<file path="src/hdl/clpm_regs.svh">
/*
 register map and constants of the clock and low power mode controller.
 assumes inclusion by bare name; definitions only.
*/
`ifndef CLPM_REGS_SVH
`define CLPM_REGS_SVH

`define CLPM_ADDR_W 4
// register offsets (word index on the plain port)
`define CLPM_OFS_FROCFG 4'h0
`define CLPM_OFS_MAINSEL 4'h1
`define CLPM_OFS_COREDIV 4'h2
`define CLPM_OFS_GATES 4'h3
`define CLPM_OFS_RUNPWR 4'h4
`define CLPM_OFS_OUTSEL 4'h5
`define CLPM_OFS_PWRMODE 4'h6
`define CLPM_OFS_WAKEEN 4'h7
`define CLPM_OFS_SLEEPCFG 4'h8
`define CLPM_OFS_STATUS 4'h9
`define CLPM_OFS_PERDIV 4'hA
// field positions
`define CLPM_RUNPWR_FRO_OFF 0
`define CLPM_RUNPWR_LPOSC_ON 1
`define CLPM_RUNPWR_BOD_ON 2
`define CLPM_SLEEPCFG_LPOSC_ON 0
`define CLPM_SLEEPCFG_BOD_ON 1
`define CLPM_SLEEPCFG_FRO_ON 2
// reset values
`define CLPM_RST_FROCFG 3'h1
`define CLPM_RST_MAINSEL 3'h0
`define CLPM_RST_COREDIV 8'h01
`define CLPM_RST_RUNPWR 3'h0
`define CLPM_RST_OUTSEL 3'h0
`define CLPM_RST_SLEEPCFG 3'h0
`define CLPM_RST_PERDIV 8'h01
// timing: settle cycles before core clock release on wake
`define CLPM_WAKE_SETTLE 4'h3

`endif

</file>
<file path="src/hdl/clpm_pkg.sv">
/*
 types of the clock and low power mode controller.
 assumes nothing beyond a SystemVerilog compiler.
*/
package clpm_pkg;

   typedef enum logic [2:0] {
      CLPM_SRC_FRO = 3'h0,
      CLPM_SRC_EXT = 3'h1,
      CLPM_SRC_LPOSC = 3'h2,
      CLPM_SRC_FRODIV = 3'h3,
      CLPM_SRC_NONE = 3'h4
   } clpm_main_src_t;

   typedef enum logic [2:0] {
      CLPM_OUT_NONE = 3'h0,
      CLPM_OUT_FRO = 3'h1,
      CLPM_OUT_LPOSC = 3'h2,
      CLPM_OUT_MAIN = 3'h3,
      CLPM_OUT_EXT = 3'h4
   } clpm_out_src_t;

   typedef enum logic [1:0] {
      CLPM_MODE_SLEEP = 2'h0,
      CLPM_MODE_DEEP = 2'h1,
      CLPM_MODE_PDOWN = 2'h2
   } clpm_mode_t;

   // gray along run -> sleep -> low -> restore -> run
   typedef enum logic [1:0] {
      CLPM_ST_RUN = 2'b00,
      CLPM_ST_SLEEP = 2'b01,
      CLPM_ST_LOW = 2'b11,
      CLPM_ST_RESTORE = 2'b10
   } clpm_state_t;

   typedef struct packed {
      logic pin_int;
      logic wdt_int;
      logic touch_int;
      logic serial_slave_int;
   } clpm_wake_t;

   typedef struct packed {
      logic fro_on;
      logic fro_out_en;
      logic lposc_on;
      logic bod_on;
      logic analog_on;
      logic flash_on;
      logic flash_standby;
   } clpm_power_t;

endpackage

</file>
<file path="src/hdl/clpm_ctrl.sv">
/*
 clock source selection, gating and reduced power mode control.
 assumes oscillator edges arrive as synchronous one-cycle enable pulses
 on clk_i; clock outputs are enable pulses for the clock tree.
*/
`timescale 1ns/1ps
`include "clpm_regs.svh"

module clpm_ctrl #(
   parameter int NPERIPH = 8
) (
   input wire logic clk_i,
   input wire logic rst_i,
   input wire logic [`CLPM_ADDR_W-1:0] addr_i,
   input wire logic [31:0] wdata_i,
   input wire logic wr_i,
   input wire logic rd_i,
   output logic [31:0] rdata_o,
   input wire logic fro_tick_i,
   input wire logic lposc_tick_i,
   input wire logic ext_clk_tick_i,
   input wire logic ext_clk_assigned_i,
   input wire logic clock_output_function_assigned_i,
   input wire logic sleep_req_i,
   input wire clpm_pkg::clpm_wake_t wake_int_i,
   input wire clpm_pkg::clpm_wake_t wake_ctl_en_i,
   input wire logic any_int_i,
   output logic core_clk_en_o,
   output logic main_clk_en_o,
   output logic [NPERIPH-1:0] periph_clk_en_o,
   output logic clock_output_function_o,
   output clpm_pkg::clpm_power_t power_o,
   output logic [1:0] fro_rate_o,
   output logic fro_div2_o
);

   // ------------------------------------------------------------
   // registers
   // ------------------------------------------------------------
   logic [2:0] frocfg_reg;
   clpm_pkg::clpm_main_src_t mainsel_reg;
   logic [7:0] corediv_reg;
   logic [NPERIPH-1:0] gates_reg;
   logic [2:0] runpwr_reg;
   clpm_pkg::clpm_out_src_t outsel_reg;
   clpm_pkg::clpm_mode_t pwrmode_reg;
   clpm_pkg::clpm_wake_t wakeen_reg;
   logic [2:0] sleepcfg_reg;
   logic [7:0] perdiv_reg;
   clpm_pkg::clpm_state_t state_reg;
   clpm_pkg::clpm_main_src_t cur_src_reg;
   logic [7:0] core_cnt_reg;
   logic [7:0] per_cnt_reg;
   logic [3:0] settle_reg;
   logic fro_half_reg;
   logic [31:0] rdata_next;

   function automatic logic wr_hit(input logic [`CLPM_ADDR_W-1:0] ofs);
      wr_hit = wr_i && (addr_i == ofs);
   endfunction

   // ------------------------------------------------------------
   // clock selection registers
   // ------------------------------------------------------------
   always_ff @(posedge clk_i or posedge rst_i) begin
      if (rst_i) begin
         frocfg_reg <= `CLPM_RST_FROCFG;
         mainsel_reg <= clpm_pkg::CLPM_SRC_FRO;
         corediv_reg <= `CLPM_RST_COREDIV;
         outsel_reg <= clpm_pkg::CLPM_OUT_NONE;
         perdiv_reg <= `CLPM_RST_PERDIV;
      end else begin
         if (wr_hit(`CLPM_OFS_FROCFG))
            frocfg_reg <= wdata_i[2:0];
         if (wr_hit(`CLPM_OFS_MAINSEL))
            mainsel_reg <= clpm_pkg::clpm_main_src_t'(wdata_i[2:0]);
         if (wr_hit(`CLPM_OFS_COREDIV))
            corediv_reg <= wdata_i[7:0];
         if (wr_hit(`CLPM_OFS_OUTSEL))
            outsel_reg <= clpm_pkg::clpm_out_src_t'(wdata_i[2:0]);
         if (wr_hit(`CLPM_OFS_PERDIV))
            perdiv_reg <= wdata_i[7:0];
      end
   end

   // ------------------------------------------------------------
   // peripheral gate register
   // ------------------------------------------------------------
   always_ff @(posedge clk_i or posedge rst_i) begin
      if (rst_i)
         gates_reg <= '1;
      else if (wr_hit(`CLPM_OFS_GATES))
         gates_reg <= wdata_i[NPERIPH-1:0];
   end

   // ------------------------------------------------------------
   // power mode registers
   // ------------------------------------------------------------
   always_ff @(posedge clk_i or posedge rst_i) begin
      if (rst_i) begin
         runpwr_reg <= `CLPM_RST_RUNPWR;
         pwrmode_reg <= clpm_pkg::CLPM_MODE_SLEEP;
         wakeen_reg <= '0;
         sleepcfg_reg <= `CLPM_RST_SLEEPCFG;
      end else begin
         if (wr_hit(`CLPM_OFS_RUNPWR))
            runpwr_reg <= wdata_i[2:0];
         if (wr_hit(`CLPM_OFS_PWRMODE))
            pwrmode_reg <= clpm_pkg::clpm_mode_t'(wdata_i[1:0]);
         if (wr_hit(`CLPM_OFS_WAKEEN))
            wakeen_reg <= wdata_i[3:0];
         if (wr_hit(`CLPM_OFS_SLEEPCFG))
            sleepcfg_reg <= wdata_i[2:0];
      end
   end

   // ------------------------------------------------------------
   // read port
   // ------------------------------------------------------------
   always_comb begin
      rdata_next = 32'h00000000;
      if (addr_i == `CLPM_OFS_FROCFG)
         rdata_next[2:0] = frocfg_reg;
      else if (addr_i == `CLPM_OFS_MAINSEL)
         rdata_next[2:0] = mainsel_reg;
      else if (addr_i == `CLPM_OFS_COREDIV)
         rdata_next[7:0] = corediv_reg;
      else if (addr_i == `CLPM_OFS_GATES)
         rdata_next[NPERIPH-1:0] = gates_reg;
      else if (addr_i == `CLPM_OFS_RUNPWR)
         rdata_next[2:0] = runpwr_reg;
      else if (addr_i == `CLPM_OFS_OUTSEL)
         rdata_next[2:0] = outsel_reg;
      else if (addr_i == `CLPM_OFS_PWRMODE)
         rdata_next[1:0] = pwrmode_reg;
      else if (addr_i == `CLPM_OFS_WAKEEN)
         rdata_next[3:0] = wakeen_reg;
      else if (addr_i == `CLPM_OFS_SLEEPCFG)
         rdata_next[2:0] = sleepcfg_reg;
      else if (addr_i == `CLPM_OFS_STATUS)
         rdata_next[5:0] = {cur_src_reg, state_reg, ext_clk_assigned_i};
      else if (addr_i == `CLPM_OFS_PERDIV)
         rdata_next[7:0] = perdiv_reg;
   end

   always_ff @(posedge clk_i or posedge rst_i) begin
      if (rst_i)
         rdata_o <= 32'h00000000;
      else if (rd_i)
         rdata_o <= rdata_next;
      else
         rdata_o <= 32'h00000000;
   end

   // ------------------------------------------------------------
   // power mode sequencing
   // ------------------------------------------------------------
   logic deep_wake;
   logic in_low;
   assign deep_wake = |(wake_int_i & wakeen_reg
      & wake_ctl_en_i);
   assign in_low = (state_reg == clpm_pkg::CLPM_ST_LOW);

   always_ff @(posedge clk_i or posedge rst_i) begin
      if (rst_i) begin
         state_reg <= clpm_pkg::CLPM_ST_RUN;
         settle_reg <= 4'h0;
      end else begin
         case (state_reg)
            clpm_pkg::CLPM_ST_RUN: begin
               if (sleep_req_i && pwrmode_reg == clpm_pkg::CLPM_MODE_SLEEP)
                  state_reg <= clpm_pkg::CLPM_ST_SLEEP;
               else if (sleep_req_i)
                  state_reg <= clpm_pkg::CLPM_ST_LOW;
            end
            clpm_pkg::CLPM_ST_SLEEP: begin
               if (any_int_i)
                  state_reg <= clpm_pkg::CLPM_ST_RUN;
            end
            clpm_pkg::CLPM_ST_LOW: begin
               if (deep_wake) begin
                  state_reg <= clpm_pkg::CLPM_ST_RESTORE;
                  settle_reg <= `CLPM_WAKE_SETTLE;
               end
            end
            default: begin
               if (settle_reg == 4'h0)
                  state_reg <= clpm_pkg::CLPM_ST_RUN;
               else
                  settle_reg <= settle_reg - 4'h1;
            end
         endcase
      end
   end

   // ------------------------------------------------------------
   // source enables and power outputs
   // ------------------------------------------------------------
   logic deep;
   logic pdown;
   logic lposc_run;
   logic fro_run;
   assign deep = in_low && pwrmode_reg == clpm_pkg::CLPM_MODE_DEEP;
   assign pdown = in_low && pwrmode_reg == clpm_pkg::CLPM_MODE_PDOWN;
   assign lposc_run = in_low ? sleepcfg_reg[`CLPM_SLEEPCFG_LPOSC_ON]
      : runpwr_reg[`CLPM_RUNPWR_LPOSC_ON];
   assign fro_run = pdown ? 1'b0
      : deep ? sleepcfg_reg[`CLPM_SLEEPCFG_FRO_ON]
      : !runpwr_reg[`CLPM_RUNPWR_FRO_OFF];

   always_ff @(posedge clk_i or posedge rst_i) begin
      if (rst_i)
         power_o <= '{fro_on: 1'b1, fro_out_en: 1'b1, lposc_on: 1'b0,
            bod_on: 1'b0, analog_on: 1'b1, flash_on: 1'b1,
            flash_standby: 1'b0};
      else begin
         power_o.fro_on <= fro_run;
         power_o.fro_out_en <= fro_run && !in_low;
         power_o.lposc_on <= lposc_run;
         power_o.bod_on <= in_low ? sleepcfg_reg[`CLPM_SLEEPCFG_BOD_ON]
            : runpwr_reg[`CLPM_RUNPWR_BOD_ON];
         power_o.analog_on <= !in_low;
         // flash is either in standby (deep) or off (power-down)
         power_o.flash_on <= !in_low;
         power_o.flash_standby <= deep;
      end
   end

   // ------------------------------------------------------------
   // oscillator rate outputs
   // ------------------------------------------------------------
   always_ff @(posedge clk_i or posedge rst_i) begin
      if (rst_i) begin
         fro_rate_o <= 2'h1;
         fro_div2_o <= 1'b0;
      end else begin
         fro_rate_o <= frocfg_reg[1:0];
         fro_div2_o <= frocfg_reg[2];
      end
   end

   // ------------------------------------------------------------
   // clock multiplexers
   // ------------------------------------------------------------
   logic ext_tick;
   logic fro_tick;
   logic lposc_tick;
   logic frodiv_tick;
   assign ext_tick = ext_clk_tick_i && ext_clk_assigned_i;
   assign fro_tick = fro_tick_i && fro_run && !in_low;
   assign lposc_tick = lposc_tick_i && lposc_run;
   assign frodiv_tick = fro_tick && fro_half_reg;

   function automatic logic src_tick(input clpm_pkg::clpm_main_src_t s);
      case (s)
         clpm_pkg::CLPM_SRC_FRO: src_tick = fro_tick;
         clpm_pkg::CLPM_SRC_EXT: src_tick = ext_tick;
         clpm_pkg::CLPM_SRC_LPOSC: src_tick = lposc_tick;
         clpm_pkg::CLPM_SRC_FRODIV: src_tick = frodiv_tick;
         default: src_tick = 1'b0;
      endcase
   endfunction

   logic main_tick;
   logic core_tick;
   logic per_tick;
   assign main_tick = src_tick(cur_src_reg);
   assign core_tick = main_tick && (core_cnt_reg == 8'h00)
      && corediv_reg != 8'h00;
   assign per_tick = main_tick && (per_cnt_reg == 8'h00)
      && perdiv_reg != 8'h00;

   always_ff @(posedge clk_i or posedge rst_i) begin
      if (rst_i) begin
         cur_src_reg <= clpm_pkg::CLPM_SRC_FRO;
         fro_half_reg <= 1'b0;
      end else begin
         if (fro_tick)
            fro_half_reg <= !fro_half_reg;
         // switch only between enable pulses, so no partial period
         if (!main_tick && cur_src_reg != mainsel_reg)
            cur_src_reg <= mainsel_reg;
      end
   end

   // ------------------------------------------------------------
   // dividers and gated outputs
   // ------------------------------------------------------------
   // restart on rewrite, so a new ratio acts from the next tick
   always_ff @(posedge clk_i or posedge rst_i) begin
      if (rst_i) begin
         core_cnt_reg <= 8'h00;
         per_cnt_reg <= 8'h00;
      end else begin
         if (wr_hit(`CLPM_OFS_COREDIV))
            core_cnt_reg <= 8'h00;
         else if (main_tick)
            core_cnt_reg <= (core_cnt_reg == 8'h00)
               ? corediv_reg - 8'h01 : core_cnt_reg - 8'h01;
         if (wr_hit(`CLPM_OFS_PERDIV))
            per_cnt_reg <= 8'h00;
         else if (main_tick)
            per_cnt_reg <= (per_cnt_reg == 8'h00)
               ? perdiv_reg - 8'h01 : per_cnt_reg - 8'h01;
      end
   end

   // ------------------------------------------------------------
   // gated clock enables
   // ------------------------------------------------------------
   always_ff @(posedge clk_i or posedge rst_i) begin
      if (rst_i) begin
         core_clk_en_o <= 1'b0;
         main_clk_en_o <= 1'b0;
      end else begin
         core_clk_en_o <= core_tick
            && state_reg == clpm_pkg::CLPM_ST_RUN;
         main_clk_en_o <= main_tick && !in_low;
      end
   end

   // bit 0 runs from its own divider
   always_ff @(posedge clk_i or posedge rst_i) begin
      if (rst_i)
         periph_clk_en_o <= '0;
      else begin
         periph_clk_en_o[0] <= per_tick && gates_reg[0] && !in_low;
         for (int i = 1; i < NPERIPH; i++)
            periph_clk_en_o[i] <= main_tick && gates_reg[i]
               && !in_low;
      end
   end

   // ------------------------------------------------------------
   // clock output function
   // ------------------------------------------------------------
   always_ff @(posedge clk_i or posedge rst_i) begin
      if (rst_i)
         clock_output_function_o <= 1'b0;
      else begin
         case (outsel_reg)
            clpm_pkg::CLPM_OUT_FRO: clock_output_function_o <= fro_tick && clock_output_function_assigned_i;
            clpm_pkg::CLPM_OUT_LPOSC:
               clock_output_function_o <= lposc_tick && clock_output_function_assigned_i;
            clpm_pkg::CLPM_OUT_MAIN:
               clock_output_function_o <= main_tick && clock_output_function_assigned_i && !in_low;
            clpm_pkg::CLPM_OUT_EXT: clock_output_function_o <= ext_tick && clock_output_function_assigned_i;
            default: clock_output_function_o <= 1'b0;
         endcase
      end
   end

endmodule // clpm_ctrl

</file>
<file path="config.mk">
export PLATFORM = sky130hd
export DESIGN_NAME = clpm_ctrl
export DESIGN_NICKNAME = d
export VERILOG_FILES = /design/src/hdl/clpm_pkg.sv /design/src/hdl/clpm_ctrl.sv
export VERILOG_INCLUDE_DIRS = /design/src /design/src/hdl
export SDC_FILE = /design/constraint.sdc
export NUM_CORES = 1
export LEC_CHECK = 0
export ABC_CLOCK_PERIOD_IN_PS = 6000
export BUFFER_PORTS_ARGS = -buffer_cell sky130_fd_sc_hd__buf_2
export CAP_MARGIN = 15
export CELL_PAD_IN_SITES_DETAIL_PLACEMENT = 2
export CELL_PAD_IN_SITES_GLOBAL_PLACEMENT = 2
export CORE_ASPECT_RATIO = 1.1
export CORE_UTILIZATION = 37
export DETAILED_ROUTE_END_ITERATION = 8
export GPL_ROUTABILITY_DRIVEN = 0
export PLACE_DENSITY = 0.94
export SYNTH_ARGS = -nofsm -noshare
export SYNTH_HDL_FRONTEND = slang
export SYNTH_SLANG_ARGS = --single-unit
export TNS_END_PERCENT = 30
</file>
<file path="constraint.sdc">
create_clock -name clk_i -period 6 [get_ports clk_i]
set_clock_uncertainty 0.15 [all_clocks]
set_input_delay 0.9 -clock clk_i [delete_from_list [all_inputs] [get_ports clk_i]]
set_output_delay 0.9 -clock clk_i [all_outputs]
set_load 0.01 [all_outputs]
</file>
==> impl_summary.md <==
Global routing
Entering global routing, the biggest net connects 55 pins. The global-route wire length before repair is 31.2 mm. The final global-route overflow total is 0. The number of antenna violations at the first check in global routing is 0. The global router's overall resource usage is 28.8%. The via count of the first global-routing pass is 5237.

Setup path
In this run the worst path has a maximum fanout of 24. In this run the critical register-to-register path is captured at periph_clk_en_o[0]. The required time of the critical path is 6140 ps. The worst setup path is captured at a flop. The worst setup slack for register-to-register paths is 2620 ps. The worst setup path is launched from an input pin.

The termination of the worst setup path is gates_reg[7]. The category of the most critical setup path is input pin to flop. The launch point of the critical path is addr_i[0]. The launch point of the worst reg-to-reg path is state_reg[0]. The depth of the worst register-to-register path is 6. The arrival time at the worst endpoint is 3550 ps.

Detailed routing
The detail route stage leaves a number of antenna-violating nets equal to 0. For this block, the initial DRC count from the detailed router was 287. Dividing the detail-routed wire length by the instance count gives 26.4 um. After detailed routing, the number of remaining DRC violations is 0.

The via count is 4575. The pre-antenna-repair detailed-routing pass consisted of 4 iterations. The routed design has 20.2 mm of wire. The number of vias per cell after detailed routing is 6.00.

CTS
The clock-pin slew reported for the worst setup and hold paths after clock tree synthesis is 80 ps. The maximum root-to-sink buffer count is 2. Once the clock tree was built, the setup fixing pass inserted 0 buffers. The CTS tree is yes. In this run, post-CTS hold repair placed 0 buffers. For this design, the sink count on the clock tree is 99. The later pin in the worst-skew pair is clocked with a latency of 360 ps. The H-tree generated during clock tree synthesis spans 3 levels. Buffers inserted during clock tree synthesis total 9. CTS placed an instance of sky130_fd_sc_hd__clkbuf_16 at the clock tree root. Post-CTS repair changed the size of 0 cells.

Timing
Setup violations remaining at the end of the flow were counted as 0. At the pin with the least slew margin, the transition time is 1120 ps. The number of max-slew violations in the final report came to 0. Adding up every negative setup slack in the final design gives 0 ps. Setup repair after global routing left no endpoint under its margin. The worst path uses 56.7% of the clock period.

The maximum clock frequency is 294 MHz. Subtracting the final worst setup slack from the clock period gives 3400 ps. The final number of hold-violating endpoints is 0. Measured against its own limit, the worst slew margin works out to 24.9%.

Floorplanning
The floorplan step defined a die boundary enclosing 14900 um2. The horizontal die dimension is 116 um. The die extent in y is 128 um. The area of the core is 13900 um2. The number of primary I/O pins is 108.

The number of rows in the core area is 45. For this configuration, the core starts out at a cell density of 38.3%.

Synth
Ranked by instance count, the synthesized netlist is headed by sky130_fd_sc_hd__dfrtp_1, sky130_fd_sc_hd__mux2_2, sky130_fd_sc_hd__nand2_1, sky130_fd_sc_hd__o21ai_0, sky130_fd_sc_hd__a21oi_1. In this run the mean area of a mapped cell was 10.1 um2. The biggest area consumer among synthesized cells is sky130_fd_sc_hd__dfrtp_1. The dominant cell by count in the synthesized netlist is sky130_fd_sc_hd__dfrtp_1.

Sorting the synthesized cells by area gives the leading types as sky130_fd_sc_hd__dfrtp_1, sky130_fd_sc_hd__mux2_2, sky130_fd_sc_hd__dfstp_2, sky130_fd_sc_hd__buf_4, sky130_fd_sc_hd__o21ai_0. The Yosys step of the flow raised 0 warnings. The number of enable-type register cells in the synthesized netlist is 0. Of all flip-flops after synthesis, the portion carrying an async set or reset was 100%. In the synthesized netlist, the number of instances is 526. The most instantiated flip-flop cell in the synthesis netlist is sky130_fd_sc_hd__dfrtp_1. The post-synthesis sequential element count is 99. The post-synthesis instance area is 5330 um2. The part of the Yosys area used for sequential elements is 46.8%. The top cell type by area accounts for 39.4% of the synthesized area.

The number of different library cells used by synthesis comes to 65.

Power and ir drop
The clock share of power is 23.0%. Dividing total power by cell area gives a power density of 457 nW/um2. The sequential share of power is 40.9%. The share of total power dissipated in combinational logic is 36.2%.

Across the VDD grid, the largest voltage drop is 0.247 mV. The leakage power total is 2.67 nW. The internal power of the cells totals 1.58 mW. The reported net switching power is 1.16 mW. Overall power consumption after layout is estimated at 2.73 mW. The switching part of the total power is 42.3%.

Final layout
In the final design database the tool counted 633 nets. Compared with the post-synthesis result, the final layout area differs by 12.2%. The layout filler cell count is 1453. In the final layout, the share of cells above drive strength 1 is 26.1%.

In the final layout, flip-flops and latches occupy 2500 um2. In the final layout, the multi-input gates occupy 2550 um2. 0 antenna diodes ended up in the layout.

Min path
The path class of the tightest hold or removal check is flop to flop. The number of cells traversed by the worst hold path is 0.

Run status
The run finished with clean final reports.

Run
The tool flagged a number of max-cap violations equal to 0.

Placed design
The HPWL after detailed placement is 12.8 mm. During placement, the flow inserted port buffers numbering 59.
-- worst max-delay path: stages --
cell	delay [ps]
sky130_fd_sc_hd__buf_2	430
sky130_fd_sc_hd__nand2_1	300
sky130_fd_sc_hd__nor3_1	910
sky130_fd_sc_hd__nand2_1	550
sky130_fd_sc_hd__mux2_2	440
-- power groups by stage --
stage | logic [mW] | registers (mW) | clock network, mW
finish | 0.989 | 1.12 | 0.628
global route | 1.07 | 1.13 | 0.656
CTS | 0.980 | 1.11 | 0.638
detailed placement | 0.927 | 1.10 | 0
global placement | 0.837 | 1.07 | 0
floorplan | 0.666 | 1.02 | 0
-- metal layers --
layer / wire (um) / track usage, % / vias to the layer above
met5: 0 / 0 / -
met3: 854 / 5.58 / 69
met1: 7530 / 31.9 / 2375
met4: 974 / 17.1 / 0
met2: 10800 / 50.5 / 169
li1: - / - / 1962
-- cells by family after synthesis --
kind of cell	Yosys count	share of synthesized area, %
xor+xnor	4	0.657
other cells	1	0.0703
mux	54	11.1
simple gates	174	18.0
compound gates	117	14.6
fa+ha+maj	8	1.88
flops	99	46.8
buf+inv	69	6.88
-- worst min-delay path by stage --
stage / from / end / slack [ps]
finish: frocfg_reg[0] / fro_rate_o[0] / 240
global route: frocfg_reg[0] / fro_rate_o[0] / 250
CTS: frocfg_reg[0] / fro_rate_o[0] / 240
detailed placement: frocfg_reg[0] / fro_rate_o[0] / 220
global placement: frocfg_reg[0] / fro_rate_o[0] / 220
floorplan: frocfg_reg[0] / fro_rate_o[0] / 210
-- placed cells by master, fill, tap and decap left out, drive strengths merged, types with 4 or more instances in the layout --
master,count
nand2,42
and3,8
a31oi,10
and2,10
nor2,24
clkbuf,10
a22o,4
mux2,42
o31ai,6
dfstp,15
or2,4
a222oi,5
nor2b,12
o22ai,5
nor4,6
nor3,14
nand4,5
or4,7
ha,8
mux2i,12
o21ai,32
a21oi,28
or3,4
conb,24
a211oi,4
dfrtp,84
buf,61
nand3,19
inv,20
nand2b,5
-- through the flow --
step	std cells	setup slack, ps	instance area (um2)	hold WS [ps]	utilization (%)
after floorplan	549	2380	5420	207	-
after global placement	746	2760	5660	218	40.7
after detailed placement	746	2560	5660	221	40.7
after CTS	762	2430	5970	236	43.0
after global routing	763	2500	5980	247	43.0
final	763	2600	5980	236	43.0
-- final cells by class --
type                    count  area share (%)
multi-input cells         381            42.7
flip-flops and latches     99            41.7
repair buffers             62            5.31
well taps                 188            3.93
clock buffers               9            3.77
clock inverters             7            1.42
inverters                  17            1.11
Note: power is estimated with default switching activity, not from simulation.
